**config.mk**
```make
export PLATFORM = sky130hd
export DESIGN_NAME = ude_device_flat
export DESIGN_NICKNAME = d
export VERILOG_FILES = /design/src/core/ude_pkg.sv /design/src/core/ude_link_if.sv /design/src/core/ude_device.sv /design/src/core/ude_sync.sv /design/src/flat_wrapper.sv
export SDC_FILE = /design/constraint.sdc
export NUM_CORES = 1
export LEC_CHECK = 0
export ABC_CLOCK_PERIOD_IN_PS = 3200
export CORE_UTILIZATION = 60
export DETAILED_ROUTE_END_ITERATION = 10
export DONT_BUFFER_PORTS = 1
export PLACE_DENSITY = 0.76
export SLEW_MARGIN = 20
export SYNTH_ARGS = -nofsm -noshare
export SYNTH_HDL_FRONTEND = slang
export SYNTH_SLANG_ARGS = --single-unit
```
**constraint.sdc**
```tcl
create_clock -name clk -period 3.2 [get_ports clk]
set_input_delay 0.32 -clock clk [delete_from_list [all_inputs] [get_ports clk]]
set_output_delay 0.32 -clock clk [all_outputs]
set_load 0.01 [all_outputs]
```
**src/core/ude_pkg.sv**
```systemverilog
package ude_pkg;

  // Clock and printed times
  localparam int CLK_PERIOD_NS = 20;
  localparam int T_WR_STROBE_NS = 80;
  localparam int T_DATA_SETUP_NS = 15;
  localparam int T_DATA_HOLD_NS = 15;
  localparam int T_MASTER_RESET_NS = 1000;

  // Least times round up, never under one cycle
  localparam int WR_CYC_I = (T_WR_STROBE_NS + CLK_PERIOD_NS - 1) / CLK_PERIOD_NS;
  localparam int DS_CYC_I = (T_DATA_SETUP_NS + CLK_PERIOD_NS - 1) / CLK_PERIOD_NS;
  localparam int DH_CYC_I = (T_DATA_HOLD_NS + CLK_PERIOD_NS - 1) / CLK_PERIOD_NS;
  localparam int MR_CYC_I = (T_MASTER_RESET_NS + CLK_PERIOD_NS - 1) / CLK_PERIOD_NS;
  localparam logic [7:0] WR_CYC = 8'((WR_CYC_I < 1) ? 1 : WR_CYC_I);
  localparam logic [7:0] DS_CYC = 8'((DS_CYC_I < 1) ? 1 : DS_CYC_I);
  localparam logic [7:0] DH_CYC = 8'((DH_CYC_I < 1) ? 1 : DH_CYC_I);
  localparam logic [7:0] MR_CYC = 8'((MR_CYC_I < 1) ? 1 : MR_CYC_I);

  // Serial element register offsets on the parallel pins
  localparam logic [2:0] OFS_TX_DATA    = 3'h0;
  localparam logic [2:0] OFS_FIFO_CTRL  = 3'h2;
  localparam logic [2:0] OFS_MODEM_CTRL = 3'h4;

  // Field positions and reset values
  localparam int FIFO_ENABLE_BIT = 0;
  localparam int DMA_MODE_SELECT_BIT = 3;
  localparam int MODEM_RTS_BIT = 1;
  localparam int MODEM_LOOP_BIT = 4;
  localparam logic [7:0] CTRL_RESET = 8'h00;

  // Host register map (Avalon byte addresses)
  localparam logic [3:0] HOST_CMD    = 4'h0;
  localparam logic [3:0] HOST_STATUS = 4'h4;
  localparam logic [3:0] HOST_CTRL   = 4'h8;
  localparam int CMD_ADDR_LSB = 8;
  localparam int CMD_STROBE_SEL_BIT = 16;
  localparam int CTRL_MR_BIT = 0;

  typedef enum logic [1:0] {
    HS_IDLE   = 2'b00,
    HS_SETUP  = 2'b01,
    HS_STROBE = 2'b10,
    HS_HOLD   = 2'b11
  } ude_host_state_e;

endpackage

```
**src/core/ude_link_if.sv**
```systemverilog
`timescale 1ns/1ps
interface ude_link_if;
  logic       chip_select;
  logic [2:0] reg_addr;
  logic [7:0] wdata;
  logic       write_strobe_hi_active;
  logic       write_strobe_lo_active;
  logic       master_reset_in;
  logic       rx_dma_request_n;
  logic       tx_dma_request_n;
  logic       request_to_send_n;
  logic       serial_tx_line;
  logic       serial_rx_line;

  modport dev (
    input  chip_select, reg_addr, wdata, write_strobe_hi_active,
    input  write_strobe_lo_active, master_reset_in, serial_rx_line,
    output rx_dma_request_n, tx_dma_request_n, request_to_send_n, serial_tx_line
  );

  modport host (
    output chip_select, reg_addr, wdata, write_strobe_hi_active,
    output write_strobe_lo_active, master_reset_in, serial_rx_line,
    input  rx_dma_request_n, tx_dma_request_n, request_to_send_n, serial_tx_line
  );
endinterface

```
**src/core/ude_device.sv**
```systemverilog
// How it works
// RULE1: Modem control bit drives request-to-send active
// RULE2: Request-to-send high on reset, loop, cleared
// RULE3: FIFO mode picks DMA mode; else 0
// RULE4: Mode 1 needs FIFO-enable and DMA-select set
// RULE5: Mode 0: receive ready low with data
// RULE6: Mode 0: receive ready high when empty
// RULE7: Mode 1: receive ready low on trigger/timeout
// RULE8: Mode 1: stays low until fully empty
// RULE9: Mode 0: DMA does single transfers
// RULE10: Receive mode 1: DMA bursts until empty
// RULE11: Transmit mode 1: DMA bursts until full
// RULE12: Serial output marks high after master reset
// RULE13: Selected plus either strobe writes register
// RULE14: Host holds unused strobe inactive
// RULE15: Mode 0: transmit ready low while empty
`timescale 1ns/1ps
module ude_device
  import ude_pkg::*;
(
  // Clock and reset
  input  wire logic       clk,
  input  wire logic       resetn,
  // Link to host, DMA and modem
  ude_link_if.dev         link,
  // Receive side status from the receiver
  input  wire logic       user_rx_empty,
  input  wire logic       user_rx_trigger,
  input  wire logic       user_rx_timeout,
  // Transmit side status and serial bit from the transmitter
  input  wire logic       user_tx_empty,
  input  wire logic       user_tx_full,
  input  wire logic       user_tx_serial,
  // Transmit character load
  output      logic       user_tx_load,
  output      logic [7:0] user_tx_data,
  // Mode and reset state and serial input for the rest of the element
  output      logic       user_fifo_enable,
  output      logic       user_dma_mode1,
  output      logic       user_loop_mode,
  output      logic       user_master_reset,
  output      logic       user_serial_rx
);

  function automatic logic hit(input logic [2:0] a, input logic [2:0] ofs);
    hit = (a == ofs);
  endfunction

  // Pins come from another party: two flops before any logic
  localparam int SW = 16;
  logic [SW-1:0] pin_raw;
  logic [SW-1:0] pin_sync;
  logic [SW-1:0] pin_init;

  assign pin_raw = {link.serial_rx_line, link.master_reset_in,
                    link.write_strobe_lo_active, link.write_strobe_hi_active,
                    link.chip_select, link.reg_addr, link.wdata};
  // Idle values: serial idle high, first strobe idle high
  assign pin_init = {1'b1, 1'b0, 1'b0, 1'b1, 1'b0, 3'h0, 8'h00};

  ude_sync #(
    .W (SW)
  ) u_pin_sync (
    .clk      (clk),
    .resetn   (resetn),
    .init_val (pin_init),
    .din      (pin_raw),
    .dout     (pin_sync)
  );

  logic       s_serial_rx;
  logic       s_mreset;
  logic       s_wr_lo;
  logic       s_wr_hi_n;
  logic       s_cs;
  logic [2:0] s_addr;
  logic [7:0] s_data;

  assign {s_serial_rx, s_mreset, s_wr_lo, s_wr_hi_n, s_cs, s_addr, s_data} = pin_sync;

  // Write decode state
  logic       wr_level;
  logic       wr_edge;
  logic       wr_prev_reg;
  logic       wr_prev_next;

  // Control registers
  logic       fifo_en_reg;
  logic       fifo_en_next;
  logic       dma_sel_reg;
  logic       dma_sel_next;
  logic       rts_bit_reg;
  logic       rts_bit_next;
  logic       loop_reg;
  logic       loop_next;
  logic       tx_load_reg;
  logic       tx_load_next;
  logic [7:0] tx_data_reg;
  logic [7:0] tx_data_next;

  // RULE13: either strobe while selected
  assign wr_level = s_cs & (~s_wr_hi_n | s_wr_lo);
  assign wr_edge  = wr_level & ~wr_prev_reg;

  always_comb begin
    wr_prev_next = wr_level;
    fifo_en_next = fifo_en_reg;
    dma_sel_next = dma_sel_reg;
    rts_bit_next = rts_bit_reg;
    loop_next    = loop_reg;
    tx_load_next = 1'b0;
    tx_data_next = tx_data_reg;
    if (s_mreset) begin
      fifo_en_next = CTRL_RESET[FIFO_ENABLE_BIT];
      dma_sel_next = CTRL_RESET[DMA_MODE_SELECT_BIT];
      rts_bit_next = CTRL_RESET[MODEM_RTS_BIT];
      loop_next    = CTRL_RESET[MODEM_LOOP_BIT];
    end else if (wr_edge) begin
      // RULE13: one write per strobe assertion
      if (hit(s_addr, OFS_TX_DATA)) begin
        tx_load_next = 1'b1;
        tx_data_next = s_data;
      end
      if (hit(s_addr, OFS_FIFO_CTRL)) begin
        fifo_en_next = s_data[FIFO_ENABLE_BIT];
        dma_sel_next = s_data[DMA_MODE_SELECT_BIT];
      end
      if (hit(s_addr, OFS_MODEM_CTRL)) begin
        // RULE1: software sets request-to-send bit
        rts_bit_next = s_data[MODEM_RTS_BIT];
        loop_next    = s_data[MODEM_LOOP_BIT];
      end
    end
  end

  always_ff @(posedge clk or negedge resetn) begin
    if (!resetn) begin
      wr_prev_reg <= 1'b0;
      fifo_en_reg <= 1'b0;
      dma_sel_reg <= 1'b0;
      rts_bit_reg <= 1'b0;
      loop_reg    <= 1'b0;
      tx_load_reg <= 1'b0;
      tx_data_reg <= 8'h00;
    end else begin
      wr_prev_reg <= wr_prev_next;
      fifo_en_reg <= fifo_en_next;
      dma_sel_reg <= dma_sel_next;
      rts_bit_reg <= rts_bit_next;
      loop_reg    <= loop_next;
      tx_load_reg <= tx_load_next;
      tx_data_reg <= tx_data_next;
    end
  end

  // RULE3: select bit only counts in FIFO mode
  // RULE4: mode 1 needs both bits set
  logic dma_mode1;
  assign dma_mode1 = fifo_en_reg & dma_sel_reg;

  // DMA request and line output state
  logic rx_hold_reg;
  logic rx_hold_next;
  logic tx_hold_reg;
  logic tx_hold_next;
  logic rx_req_n_reg;
  logic rx_req_n_next;
  logic tx_req_n_reg;
  logic tx_req_n_next;
  logic rts_n_reg;
  logic rts_n_next;
  logic serial_tx_line_reg;
  logic serial_tx_line_next;

  always_comb begin
    rx_hold_next  = rx_hold_reg;
    tx_hold_next  = tx_hold_reg;
    rx_req_n_next = 1'b1;
    tx_req_n_next = 1'b1;
    // RULE8: clear only once fully drained
    if (user_rx_empty) begin
      rx_hold_next = 1'b0;
    end
    // RULE7: trigger or timeout arms it; set wins
    if (dma_mode1 && (user_rx_trigger || user_rx_timeout) && !user_rx_empty) begin
      rx_hold_next = 1'b1;
    end
    // Transmit burst runs from empty until full
    if (user_tx_full) begin
      tx_hold_next = 1'b0;
    end
    if (dma_mode1 && user_tx_empty) begin
      tx_hold_next = 1'b1;
    end
    if (!dma_mode1) begin
      rx_hold_next = 1'b0;
      tx_hold_next = 1'b0;
    end
    if (dma_mode1) begin
      // RULE10: low for the whole drain burst
      rx_req_n_next = ~rx_hold_next;
      // RULE11: low for the whole fill burst
      tx_req_n_next = ~tx_hold_next;
    end else begin
      // RULE5: low with any character held
      // RULE6: high when nothing is left
      // RULE9: one request per character
      rx_req_n_next = user_rx_empty;
      // RULE15: low while transmit side empty
      tx_req_n_next = ~user_tx_empty;
    end
    // RULE2: inactive high in reset, loop or bit clear
    rts_n_next = ~(rts_bit_next & ~loop_next & ~s_mreset);
    // RULE12: marking while reset; loop also holds it idle
    serial_tx_line_next = (s_mreset || loop_next) ? 1'b1 : user_tx_serial;
    if (s_mreset) begin
      rx_hold_next  = 1'b0;
      tx_hold_next  = 1'b0;
      rx_req_n_next = 1'b1;
      tx_req_n_next = 1'b1;
    end
  end

  always_ff @(posedge clk or negedge resetn) begin
    if (!resetn) begin
      rx_hold_reg  <= 1'b0;
      tx_hold_reg  <= 1'b0;
      rx_req_n_reg <= 1'b1;
      tx_req_n_reg <= 1'b1;
      rts_n_reg    <= 1'b1;
      serial_tx_line_reg     <= 1'b1;
    end else begin
      rx_hold_reg  <= rx_hold_next;
      tx_hold_reg  <= tx_hold_next;
      rx_req_n_reg <= rx_req_n_next;
      tx_req_n_reg <= tx_req_n_next;
      rts_n_reg    <= rts_n_next;
      serial_tx_line_reg     <= serial_tx_line_next;
    end
  end

  assign link.rx_dma_request_n  = rx_req_n_reg;
  assign link.tx_dma_request_n  = tx_req_n_reg;
  assign link.request_to_send_n = rts_n_reg;
  assign link.serial_tx_line    = serial_tx_line_reg;

  assign user_tx_load      = tx_load_reg;
  assign user_tx_data      = tx_data_reg;
  assign user_fifo_enable  = fifo_en_reg;
  assign user_dma_mode1    = dma_mode1;
  assign user_loop_mode    = loop_reg;
  assign user_master_reset = s_mreset;
  assign user_serial_rx    = s_serial_rx;

endmodule

```
**src/core/ude_sync.sv**
```systemverilog
`timescale 1ns/1ps
module ude_sync
  import ude_pkg::*;
#(
  parameter int W = 1
) (
  // Clock and reset
  input  wire logic         clk,
  input  wire logic         resetn,
  // Reset value and data
  input  wire logic [W-1:0] init_val,
  input  wire logic [W-1:0] din,
  output      logic [W-1:0] dout
);
  logic [W-1:0] meta_reg;
  logic [W-1:0] meta_next;
  logic [W-1:0] sync_reg;
  logic [W-1:0] sync_next;
  logic         primed_reg;

  // Second stage only reads the first; nothing else does
  always_comb begin
    meta_next = din;
    sync_next = primed_reg ? meta_reg : init_val;
  end

  always_ff @(posedge clk or negedge resetn) begin
    if (!resetn) begin
      meta_reg   <= '0;
      sync_reg   <= '0;
      primed_reg <= 1'b0;
    end else begin
      meta_reg   <= meta_next;
      sync_reg   <= sync_next;
      primed_reg <= 1'b1;
    end
  end

  assign dout = primed_reg ? sync_reg : init_val;
endmodule

```
**src/flat_wrapper.sv**
```systemverilog
// flat-port wrapper written by rule: the top's interface ports become plain ports
module ude_device_flat import ude_pkg::*;
  (clk, resetn, user_rx_empty, user_rx_trigger, user_rx_timeout, user_tx_empty, user_tx_full, user_tx_serial, user_tx_load, user_tx_data, user_fifo_enable, user_dma_mode1, user_loop_mode, user_master_reset, user_serial_rx, link_chip_select, link_reg_addr, link_wdata, link_write_strobe_hi_active, link_write_strobe_lo_active, link_master_reset_in, link_serial_rx_line, link_rx_dma_request_n, link_tx_dma_request_n, link_request_to_send_n, link_serial_tx_line);
  ude_link_if link_i ();
  input  wire logic clk;
  input  wire logic resetn;
  input  wire logic user_rx_empty;
  input  wire logic user_rx_trigger;
  input  wire logic user_rx_timeout;
  input  wire logic user_tx_empty;
  input  wire logic user_tx_full;
  input  wire logic user_tx_serial;
  output      logic user_tx_load;
  output      logic [7:0] user_tx_data;
  output      logic user_fifo_enable;
  output      logic user_dma_mode1;
  output      logic user_loop_mode;
  output      logic user_master_reset;
  output      logic user_serial_rx;
  input wire logic [$bits(link_i.chip_select)-1:0] link_chip_select;
  input wire logic [$bits(link_i.reg_addr)-1:0] link_reg_addr;
  input wire logic [$bits(link_i.wdata)-1:0] link_wdata;
  input wire logic [$bits(link_i.write_strobe_hi_active)-1:0] link_write_strobe_hi_active;
  input wire logic [$bits(link_i.write_strobe_lo_active)-1:0] link_write_strobe_lo_active;
  input wire logic [$bits(link_i.master_reset_in)-1:0] link_master_reset_in;
  input wire logic [$bits(link_i.serial_rx_line)-1:0] link_serial_rx_line;
  output wire logic [$bits(link_i.rx_dma_request_n)-1:0] link_rx_dma_request_n;
  output wire logic [$bits(link_i.tx_dma_request_n)-1:0] link_tx_dma_request_n;
  output wire logic [$bits(link_i.request_to_send_n)-1:0] link_request_to_send_n;
  output wire logic [$bits(link_i.serial_tx_line)-1:0] link_serial_tx_line;
  assign link_i.chip_select = link_chip_select;
  assign link_i.reg_addr = link_reg_addr;
  assign link_i.wdata = link_wdata;
  assign link_i.write_strobe_hi_active = link_write_strobe_hi_active;
  assign link_i.write_strobe_lo_active = link_write_strobe_lo_active;
  assign link_i.master_reset_in = link_master_reset_in;
  assign link_i.serial_rx_line = link_serial_rx_line;
  assign link_rx_dma_request_n = link_i.rx_dma_request_n;
  assign link_tx_dma_request_n = link_i.tx_dma_request_n;
  assign link_request_to_send_n = link_i.request_to_send_n;
  assign link_serial_tx_line = link_i.serial_tx_line;
  ude_device u_core (.clk(clk), .resetn(resetn), .link(link_i), .user_rx_empty(user_rx_empty), .user_rx_trigger(user_rx_trigger), .user_rx_timeout(user_rx_timeout), .user_tx_empty(user_tx_empty), .user_tx_full(user_tx_full), .user_tx_serial(user_tx_serial), .user_tx_load(user_tx_load), .user_tx_data(user_tx_data), .user_fifo_enable(user_fifo_enable), .user_dma_mode1(user_dma_mode1), .user_loop_mode(user_loop_mode), .user_master_reset(user_master_reset), .user_serial_rx(user_serial_rx));
endmodule
```
# Word-level counts from Yosys, hierarchy flattened
# Cells that the tools add are included.
# Widths: inputs -> output; s select.
# classes
n_reduce_logical	11
bitwise_logic	14
mux	30
eq_ne	2
# op_table
op	n
$mux 16	2
$mux 1	28
$not 1->1	8
$and 1x1->1	5
$reduce_bool 2->1	2
$eq 3x2->1 const B	1
$eq 3x3->1 const B	1
$logic_and 1x1->1	3
$logic_not 3->1	1
$reduce_and 3->1	1
$logic_or 1x1->1	2
$reduce_and 2->1	1
$logic_not 1->1	1
$or 1x1->1	1
# word_totals
output_inout_bits	18
wordCells	73
ff_bits	53
in_bits	24

# Longest topological paths before layout
# Gate-level depths: netlist of run 1.
# depth
depth_word	11
depth_mapped	5
depth_no_buf	4

# By module
# A second synthesis of run 1 with hierarchy kept.
# unflattened
cells_unflattened	139
area_unflattened_um2	2264.7
# by_module_without_submodules
mod	area_each_um2	seq_area_each_um2	instances	cells_per_inst
ude_sync	1373.8	825.8	1	70
ude_device	890.9	505.5	1	69

# Least setup slack after synthesis of run 1
# OpenSTA, ideal clock, no wires.
# synth_path
path_kind	reg-to-reg
from	register u_core.u_pin_sync.sync_reg[14]
to	register u_core.tx_data_reg[0] (netlist: u_core.user_tx_data[0])
t_arrival_ns	1.787
n_path_buf	0
path_slack_ns	1.288
required_time_ns	3.075
path_stages_with_launch	4
setup_time_ns	0.125
period_less_slack_ns	1.912
cell_sequence	dfrtp_1 -> or4_4 -> a2111oi_4 -> mux2_2
# synth_between
elab_chain_cells	3
# synth_lines
element	line_no	rtl
start: declaration	ude_sync.sv:17	logic [W-1:0] sync_reg;
start signal: assignment	ude_sync.sv:34	sync_reg <= sync_next;
$mux 16	ude_sync.sv:39	assign dout = primed_reg ? sync_reg : init_val;
$not 1->1 (no source line)	n/a	
$reduce_and 3->1 (no source line)	n/a	
end signal: assignment	ude_device.sv:152	tx_data_reg <= tx_data_next;
end: declaration	ude_device.sv:98	logic [7:0] tx_data_reg;
# Every way passes these cells.
# A chain may end at the register's enable or synchronous reset.

# Final worst setup path of run 1
# layout_path
from	register u_core.u_pin_sync.sync_reg[14]
to	register u_core.tx_data_reg[4] (netlist: u_core.user_tx_data[4])
# The elaborated chain is that of the path after synthesis.

==> results of run 1 <==
placed cells by master, fill, tap and decap left out, drive strengths merged, types with 4 or more instances in the layout:
master       instances
dfstp                4
and2                17
clkbuf               7
nand2b               4
nand2                5
dlygate4sd3         20
nand3                5
dfrtp               49
inv                 11
o21ai                5
nor2                 4
how the worst max path moves through the flow:
stage / startpoint / to / cells after the start
2_1_floorplan: u_core.u_pin_sync.sync_reg[14] / u_core.user_tx_data[0] / 3
3_3_place_gp: u_core.u_pin_sync.sync_reg[14] / u_core.user_tx_data[4] / 3
3_5_place_dp: u_core.u_pin_sync.sync_reg[14] / u_core.user_tx_data[4] / 3
4_1_cts: u_core.u_pin_sync.sync_reg[14] / u_core.user_tx_data[4] / 3
5_1_grt: u_core.u_pin_sync.primed_reg / u_core.user_tx_data[4] / 3
6_report: u_core.u_pin_sync.sync_reg[14] / u_core.user_tx_data[4] / 3
per-layer routing:
| layer | up-vias | track usage | wire length (um) |
|---|---|---|---|
| met2 | 38 | 0.3311 | 1330 |
| met4 | 0 | 0.1463 | 95 |
| met1 | 487 | 0.2201 | 1097 |
| met3 | 10 | 0.05442 | 161 |
| met5 | - | 0 | 0 |
| li1 | 481 | - | - |
through the flow:
| step | util | cells | power, uW | hold slack (ns) | setup slack [ns] |
|---|---|---|---|---|---|
| finish | 0.7634 | 189 | 1228 | 0.07264 | 0.8967 |
| global route | 0.7634 | 189 | 1284 | 0.05176 | 0.7669 |
| CTS | 0.7634 | 189 | 1242 | 0.05909 | 0.8724 |
| detailed placement | 0.6528 | 160 | 836.4 | 0.02551 | 0.9065 |
| global placement | 0.6528 | 160 | 831.4 | 0.02555 | 0.9816 |
| floorplan | - | 132 | 819.8 | 0.02441 | 1.288 |
where the power goes:
part	internal (uW)	switching, uW
clock	187	183
sequential	724	38.5
combinational	48.9	47.1
synth_stat cells (2+ instances only):
master,count,area share
dfrtp_1,49,0.67
and2_1,17,0.058
inv_1,11,0.023
nand2_1,5,0.010
nand3_1,5,0.014
o21ai_0,5,0.014
dfstp_2,4,0.058
nand2b_1,4,0.014
nor2_1,4,0.0082
mux2_2,3,0.018
mux2i_1,3,0.016
a21oi_1,2,0.0055
clkbuf_1,2,0.0041
nor3_1,2,0.0055
o22ai_1,2,0.0068
cells by family (layout without fill, tap and decap cells):
family	after synthesis	after routing	synth area share
buf+inv	15	41	0.03699
other cells	1	1	0.002053
mux	6	6	0.03493
simple gates	44	44	0.1411
flops	53	53	0.7288
compound gates	13	13	0.05617
cell type report:
cell class / instances / area [um^2] / area share
sequential: 53 / 1331 / 0.6165
multi-input combinational: 64 / 427.9 / 0.1981
timing repair buffer: 22 / 235.2 / 0.1089
clock buffer: 7 / 55.05 / 0.02549
inverter: 11 / 41.29 / 0.01912
tap: 31 / 38.79 / 0.01796
clock inverter: 1 / 30.03 / 0.01390
==> summary.txt, run 1 <==
Timing
  • Hold Vio Cnt, Final: 0
  • Fin crit share: 0.7198
  • Final setup fails: 0
  • Final slew viol count: 0
  • Worst rel slew slack: 0.4843
  • Total negative slack: 0 ns
  • RSZ-0062 raised after global routing: false
  • Achievable frequency: around 430 MHz
  • Measured slew at the worst slew-check pin: around 0.77 ns
  • Min Tclk post-route: 2.303 ns
  • Skew final: approximately 0.0053 ns

Routing
  • Drt wl/cell: 14.20 um
  • Vias: 1016
  • Initial DRC count: 44
  • Final WL: 2683 um
  • # DRC: 11
  • TritonRoute pass-1 iters: 7
  • Vias/cell: approximately 5.4
  • Detail Route Antenna Nets: 0

Critical path
  • Bufs and invs on worst path: 0
  • Crit-path slowest cell: a2111oi_4
  • Cell family with most CP delay: compound AO/OA/AOI/OAI gates
  • Flop2flop setup slack: 0.90 ns
  • Reg-to-Reg End: u_core.user_tx_data[4]
  • Crit path largest cell delay: 0.77 ns
  • Critical path required time: 3.45 ns
  • Worst EP arrival: around 2.6 ns
  • CP cell instances: or4_4 -> a2111oi_4 -> mux2_2
  • Setup crit end kind: flip-flop
  • Critical path type: flip-flop to flip-flop
  • Critical path fanouts, max: 14
  • Reg2reg path depth: 3
  • Startpoint type of the worst setup path: flip-flop
  • Worst R2R Start: u_core.u_pin_sync.sync_reg[14]

Yosys
  • Synthesis Warnings: 0
  • Seq/Total Area, Yosys: 0.7288
  • Cell variety after synth: 29
  • FF+latch count, synth: 53
  • Mean Syn Cell Area: 13.84 um^2
  • Cell area after synthesis: 1827 um^2
  • Syn Inst Count: between 100 and 150
  • Mapped Nets: ~160
  • Ys async rst share: 1.000
  • EDFF count, synth: 0
  • Synth Flop Type: dfrtp_1

Clock tree
  • Post-CTS Hold Buffers: 21
  • CTS Buf Count: 5
  • Cts repair resizes: 0
  • CTS tree: done
  • CTS Root Cell: clkbuf_4
  • CTS clk-pin slew, worst paths: 0.13 ns
  • Post-CTS Repair Setup Buffers: 0
  • TritonCTS Sinks: 53
  • Clock tree buffer depth: 2
  • CTS H-Tree Depth: 2
  • Clk_lat worst skew: 0.35 ns

GRT
  • Antenna violations before repair: 0
  • Vias in the first global route: just over 1000
  • Global-route wire length before repair: 4547 um
  • Largest net degree at the start of global routing: 54
  • GRT overflow: 0
  • GRT Resource Usage Total: 0.1991

Placed design
  • DP Area: ~1800 um^2
  • Port bufs: 0
  • Routability cong.: slightly above 0.7
  • Dpl hpwl: 1589 um

Job
  • Number of max-cap violations: 0

Finish
  • Non-Filler Cell Area, Final: 2160 um^2
  • P&R area growth vs syn: 18.22%
  • Layout fillers: 190
  • Diodes inserted: 0
  • Proportion of layout cells with a drive suffix above 1: 0.1266
  • Nets: 181

Min path
  • Cell depth of the worst hold path: 2
  • Hold-critical path endpoint: u_core.link.serial_tx_line
  • Hold_sp: user_tx_serial
  • Hold WC Path Type: primary input to flip-flop

Pwr
  • Peak VDD IR: 0.0003885 V
  • Pwr/cell area: 568.4 nW/um^2
  • Leakage: approximately 0.00098 uW

Floorplanning
  • I/O pin cnt: 42
  • Chip Width: ~57 um
  • Starting Density: 0.6457
  • Core ar.: 2829 um^2
  • Rows: 19
  • Die area: 3269 um^2
  • Die Ht: about 57 um

Outcome
  • Failing checks: design-rule violations
  • Status: finished with violations
No activity file was read; power rests on OpenSTA's default activity.
==> inputs of run 2 (changes only) <==
- ABC_AREA: not set -> 1
- ABC_CLOCK_PERIOD_IN_PS: 3200 -> 1900
- CORE_UTILIZATION: 60 -> 54
- PLACE_DENSITY: 0.76 -> 0.72
- clock period: 3.2 -> 1.9 ns (I/O delays scaled with it)
==> summary.txt, run 2 <==
Yosys
  • Seq/Total Area, Yosys: 0.7028 (-0.02599)
  • Syn Inst Count: 174 (+32%)
  • Synthesis Warnings: 0 (unchanged)
  • Synth cell count leaders: 53 x nand2_1, 49 x dfrtp_1, 25 x inv_1
  • Mapped Nets: 198 (+27%)
  • Mean Syn Cell Area: 10.89 um^2 (-21%)
  • FF+latch count, synth: 53 (unchanged)
  • Most frequent cell after synthesis: nand2_1
  • Post-synth top area cell: dfrtp_1
  • Synth Flop Type: dfrtp_1
  • Cell area after synthesis: 1894 um^2 (+3.7%)
  • Ys async rst share: 1.000 (unchanged)
  • Cell variety after synth: 22 (-24%)
  • Largest cells by area after synthesis: dfrtp_1 65%, nand2_1 11%, dfstp_2 5.5%
  • Yosys top cell area share: 0.6473 (-0.02394)
  • EDFF count, synth: 0 (unchanged)

Floorplanning
  • Die area: 3749 um^2 (+15%)
  • Starting Density: 0.5677 (-0.07805)
  • Chip Width: 61.23 um (+7.1%)
  • I/O pin cnt: 42 (unchanged)
  • Die Ht: 61.23 um (+7.1%)
  • Core ar.: 3337 um^2 (+18%)
  • Rows: 21 (+2)

Critical path
  • Startpoint type of the worst setup path: flip-flop
  • Critical path fanouts, max: 16 (+2)
  • Reg-to-Reg End: u_core.user_tx_data[4]
  • Worst EP arrival: 1.49 ns (-1.07 ns)
  • Reg2reg path depth: 7 (+4)
  • Worst R2R Start: u_core.u_pin_sync.primed_reg
  • Flop2flop setup slack: 0.47 ns (-0.43 ns)
  • Critical path type: flip-flop to output pin
  • Setup crit end kind: output pin
  • Critical path required time: 1.71 ns (-1.74 ns)
  • End of the critical path: user_serial_rx
  • Crit. Startpoint: u_core.u_pin_sync.primed_reg

Clock tree
  • CTS H-Tree Depth: 2 (unchanged)
  • CTS tree: done
  • TritonCTS Sinks: 53 (unchanged)
  • CTS Root Cell: clkbuf_4
  • CTS Buf Count: 5 (unchanged)
  • Clock tree buffer depth: 2 (unchanged)
  • CTS clk-pin slew, worst paths: 0.14 ns (about the same)
  • Clk_lat worst skew: 0.36 ns (about the same)

Placed design
  • Dpl hpwl: 1825 um (+15%)
  • Port bufs: 0 (unchanged)
  • Routability cong.: 0.8170 (+15%)

GRT
  • GRT Resource Usage Total: 0.1798 (-0.01928)
  • Largest net degree at the start of global routing: 54 (unchanged)
  • Vias in the first global route: 1066 (+4.5%)
  • Antenna violations before repair: 0 (unchanged)
  • GRT overflow: 0 (unchanged)
  • Global-route wire length before repair: 4526 um (-0.46%)

Timing
  • Final setup fails: 0 (unchanged)
  • Hold slack: 0.02765 ns (-0.04500 ns)
  • Hold Vio Cnt, Final: 0 (unchanged)
  • Fin crit share: 0.8867
  • Total negative slack: 0 ns (unchanged)
  • Skew final: 0.003769 ns (-0.001522 ns)
  • RSZ-0062 raised after global routing: false
  • Final slew viol count: 0 (unchanged)
  • Min Tclk post-route: approximately 1.7 ns
  • Achievable frequency: 593.6 MHz

Finish
  • Layout fillers: 302 (+59%)
  • Storage cell area: 1331 um^2 (unchanged)
  • Nets: 223 (+23%)
  • Proportion of layout cells with a drive suffix above 1: 0.1550 (+0.02842)
  • Diodes inserted: 0 (unchanged)
  • Most common cell after layout, fill and taps aside: nand2_1
  • Multi-input combinational cell area: 425.4 um^2 (-0.58%)
  • Most frequent cells in the layout: 53 x nand2_1, 49 x dfrtp_1, 25 x inv_1
  • P&R area growth vs syn: 16.91%

Routing
  • Initial DRC count: 74 (+68%)
  • Final WL: 2814 um (+4.9%)
  • # DRC: 0 (-11)
  • Vias: 1102 (+8.5%)
  • Detail Route Antenna Nets: 0 (unchanged)
  • Vias/cell: 4.480 (-17%)
  • Drt wl/cell: 11.44 um (-19%)
  • TritonRoute pass-1 iters: 4 (-3)

Pwr
  • Pwr/cell area: 840.1 nW/um^2 (+48%)
  • Peak VDD IR: 0.0006892 V (+77%)
  • Leakage: 0.001182 uW (+20%)

Min path
  • Hold WC Path Type: primary input to flip-flop

Outcome
  • Status: complete, no violations

Job
  • Number of max-cap violations: 0 (unchanged)
run 2: layout make-up:
type / instances / share of cell area
clock buffer: 5 / 0.01695
tap: 46 / 0.02599
multi-input combinational: 89 / 0.1921
sequential: 53 / 0.6011
timing repair buffer: 22 / 0.1062
inverter: 28 / 0.04802
clock inverter: 3 / 0.009605
run 2: critical path: stages (launching register included):
cell	delay, ns
dfrtp_1	0.66
inv_1	0.14
or2_2	0.33
run 2: worst min path at each step:
stage	end	startpoint	slack (ns)	cells past startpoint
2_1_floorplan	u_core.dma_sel_reg	resetn	-0.11	0
4_1_cts	u_core.tx_hold_reg	user_tx_empty	0.007	2
6_report	u_core.tx_hold_reg	user_tx_empty	0.03	2
3_3_place_gp	u_core.user_tx_load	resetn	-0.10	0
5_1_grt	u_core.tx_hold_reg	user_tx_empty	0.02	2
3_5_place_dp	u_core.user_tx_load	resetn	-0.10	0
run 2: kinds of logic after synthesis:
group / count (synthesis) / synth area share
AOI/OAI and AO/OA: 12 / 0.04888
and+or+nand+nor: 76 / 0.1737
DFF: 53 / 0.7028
other: 1 / 0.001980
buffers and inverters: 32 / 0.07265
run 2: layer usage:
| layer | part of all wire | routed length (um) | global-route usage | vias up |
|---|---|---|---|---|
| li1 | - | - | - | 565 |
| met1 | 0.43 | 1209 | 0.1876 | 494 |
| met2 | 0.50 | 1403 | 0.3183 | 37 |
| met3 | 0.051 | 143 | 0.04832 | 6 |
| met4 | 0.021 | 58 | 0.1169 | 0 |
| met5 | 0 | 0 | 0 | - |
run 2: power by group:
group | internal, uW | switching (uW) | total [uW]
Sequential | 1190 | 43.9 | 1240
Clock | 147 | 335 | 482
Combinational | 65.2 | 77.2 | 142
run 2: what timing repair did:
item | in CTS | in global routing
hold buffers | 21 | 0
gates resized for setup | 0 | 0
setup buffers | 0 | 0
endpoints found under the hold margin | 73 | 0
run 2: stage by stage:
stage / utilization / total power (uW) / instance area [um^2] / cells / worst slack [ns]
floorplan: - / 1324 / 1894 / 174 / 0.7704
global placement: 0.5778 / 1337 / 1928 / 217 / 0.5933
detailed placement: 0.5778 / 1343 / 1928 / 217 / 0.4839
CTS: 0.6637 / 1882 / 2215 / 246 / 0.1907
global route: 0.6637 / 1951 / 2215 / 246 / 0.1028
finish: 0.6637 / 1860 / 2215 / 246 / 0.2153
==> inputs of run 3 (changes only) <==
- ABC_CLOCK_PERIOD_IN_PS: 1900 -> 1400
- CELL_PAD_IN_SITES_DETAIL_PLACEMENT: not set -> 1
- CELL_PAD_IN_SITES_GLOBAL_PLACEMENT: not set -> 1
- CORE_UTILIZATION: 54 -> 42
- PLACE_DENSITY: 0.72 -> not set
- PLACE_DENSITY_LB_ADDON: not set -> 0.1
- clock period: 1.9 -> 1.4 ns (I/O delays scaled with it)
==> summary.txt, run 3 (synthesis gave the netlist of run 2 again) <==
Min path
  • Hold-critical path endpoint: u_core.tx_hold_reg
  • Hold_sp: user_tx_empty
  • Hold WC Path Type: primary input to flip-flop
  • Cell depth of the worst hold path: 2 (unchanged)

Floorplanning
  • I/O pin cnt: 42 (unchanged)
  • Die area: 4783 um^2 (+28%)
  • Core ar.: 4354 um^2 (+30%)
  • Chip Width: 69.16 um (+13%)
  • Rows: 24 (+14%)
  • Starting Density: 0.4351 (-0.1326)
  • Die Ht: 69.16 um (+13%)

Timing
  • Final slew viol count: 0 (unchanged)
  • Hold Vio Cnt, Final: 0 (unchanged)
  • RSZ-0062 raised after global routing: false
  • Total negative slack: 0 ns (unchanged)
  • Fin crit share: 0.9538
  • Skew final: 0.005986 ns (+0.002217 ns)
  • Min Tclk post-route: 1.335 ns
  • Achievable frequency: 748.9 MHz
  • Final setup fails: 0 (unchanged)

GRT
  • Global-route wire length before repair: 5644 um (+25%)
  • Largest net degree at the start of global routing: 54 (unchanged)
  • GRT Resource Usage Total: 0.1563 (-0.02352)
  • Antenna violations before repair: 0 (unchanged)
  • GRT overflow: 0 (unchanged)
  • Vias in the first global route: 1242 (+17%)

Critical path
  • Crit path largest cell delay: 0.41 ns (-0.25 ns)
  • CP cell instances: buf_6 -> inv_1 -> or2_2
  • Reg2reg path depth: 7 (unchanged)
  • Bufs and invs on worst path: 2 (+1)
  • Flop2flop setup slack: 0.18 ns (-0.29 ns)
  • Crit-path slowest cell: dfrtp_2
  • Worst R2R Start: u_core.u_pin_sync.primed_reg
  • Critical path required time: 1.26 ns (-0.45 ns)
  • Worst EP arrival: 1.20 ns (-0.29 ns)
  • Cell family with most CP delay: flip-flops
  • Startpoint type of the worst setup path: flip-flop
  • Critical path type: flip-flop to output pin
  • Reg-to-Reg End: u_core.user_loop_mode
  • Critical path fanouts, max: 6 (-10)
  • Setup crit end kind: output pin

Outcome
  • Status: complete, no violations

Clock tree
  • CTS Root Cell: clkbuf_8
  • CTS Buf Count: 5 (unchanged)
  • CTS H-Tree Depth: 2 (unchanged)
  • CTS clk-pin slew, worst paths: 0.09 ns (-0.05 ns)
  • TritonCTS Sinks: 53 (unchanged)
  • CTS tree: done
  • Clock tree buffer depth: 2 (unchanged)
  • Clk_lat worst skew: 0.30 ns (-0.06 ns)

Finish
  • Proportion of layout cells with a drive suffix above 1: 0.1845 (+0.02947)
  • Most frequent cells in the layout: 53 x nand2_1, 48 x dfrtp_1, 25 x inv_1
  • Layout fillers: 474 (+57%)
  • Nets: 229 (+2.7%)
  • Most common cell after layout, fill and taps aside: nand2_1
  • Final Util: 0.5391 (-0.1246)
  • Diodes inserted: 0 (unchanged)
  • P&R area growth vs syn: 23.91%

Routing
  • # DRC: 0 (unchanged)
  • Initial DRC count: 44 (-41%)
  • Vias/cell: 4.562 (+1.8%)
  • TritonRoute pass-1 iters: 4 (unchanged)
  • Detail Route Antenna Nets: 0 (unchanged)
  • Final WL: 3270 um (+16%)
  • Vias: 1177 (+6.8%)
  • Drt wl/cell: 12.67 um (+11%)

Pwr
  • Peak VDD IR: 0.0007847 V (+14%)
  • Pwr/cell area: 1308 nW/um^2 (+56%)
  • Total power: 3070 uW (+65%)
  • Leakage: 0.001248 uW (+5.6%)

Placed design
  • Dpl hpwl: 2045 um (+12%)
  • Routability cong.: 0.7360 (-9.9%)
  • Port bufs: 0 (unchanged)

Job
  • Number of max-cap violations: 0 (unchanged)
==> run 3: cell types whose count changed in the layout (fill, tap and decap cells not counted) <==
cell        delta
clkbuf_4       -5
bufinv_16      +2
buf_6          +1
dfrtp_1        -1
dfrtp_2        +1
inv_6          -1
clkinvlp_4     -1
clkbuf_8       +5
buf_4          +5
==> run 3: timing repair <==
item / in CTS / in global routing
gates cloned: 0 / 0
hold buffers: 21 / 0
setup endpoints to repair: 2 / 1
pin swaps: 0 / 0
hold endpoints to repair: 73 / 0
setup buffers: 1 / 3
gates resized for setup: 2 / 0
==> run 3: routing by layer <==
layer | vias up | wire [um] | global-route usage
met2 | 39 | 1646 | 0.2567
met4 | 0 | 71 | 0.08163
met1 | 560 | 1375 | 0.1759
met5 | - | 0 | 0
li1 | 572 | - | -
met3 | 6 | 177 | 0.05994
==> run 3: power by group <==
group	switching (uW)	internal (uW)	leakage [uW]
combinational	114	99.8	0.000520
sequential	55.4	1620	0.000660
clock	473	709	0.0000681
total	643	2430	0.00125
==> run 3: cell type report <==
| type | instances | area, um^2 | share of cell area |
|---|---|---|---|
| Multi-Input combinational cell | 89 | 425.4 | 0.1812 |
| Clock buffer | 5 | 68.82 | 0.02932 |
| Timing Repair Buffer | 28 | 284.0 | 0.1210 |
| Clock inverter | 3 | 65.06 | 0.02772 |
| Sequential cell | 53 | 1333 | 0.5677 |
| Tap cell | 52 | 65.06 | 0.02772 |
| Inverter | 28 | 106.4 | 0.04531 |
==> run 3: how the worst max path moves through the flow <==
| stage | from | to | slack [ns] | cells after the start |
|---|---|---|---|---|
| after floorplan | u_core.u_pin_sync.primed_reg | u_core.user_tx_data[6] | 0.27 | 9 |
| after global routing | u_core.u_pin_sync.primed_reg | user_serial_rx | 0.0008 | 3 |
| after detailed placement | u_core.u_pin_sync.primed_reg | u_core.user_tx_data[2] | 0.15 | 7 |
| after CTS | u_core.u_pin_sync.primed_reg | user_serial_rx | 0.02 | 3 |
| final | u_core.u_pin_sync.primed_reg | user_serial_rx | 0.06 | 3 |
| after global placement | u_core.u_pin_sync.primed_reg | u_core.user_tx_data[4] | 0.21 | 7 |
==> run 3: stage by stage <==
| step | setup WS [ns] | area (um^2) | std cells | hold slack [ns] |
|---|---|---|---|---|
| floorplan | 0.2704 | 1894 | 174 | -0.1556 |
| global placement | 0.2068 | 1951 | 225 | -0.1546 |
| detailed placement | 0.1482 | 1951 | 225 | -0.1546 |
| CTS | 0.01721 | 2325 | 255 | 0.04770 |
| global route | 0.0008146 | 2347 | 258 | 0.05475 |
| finish | 0.06465 | 2347 | 258 | 0.05966 |
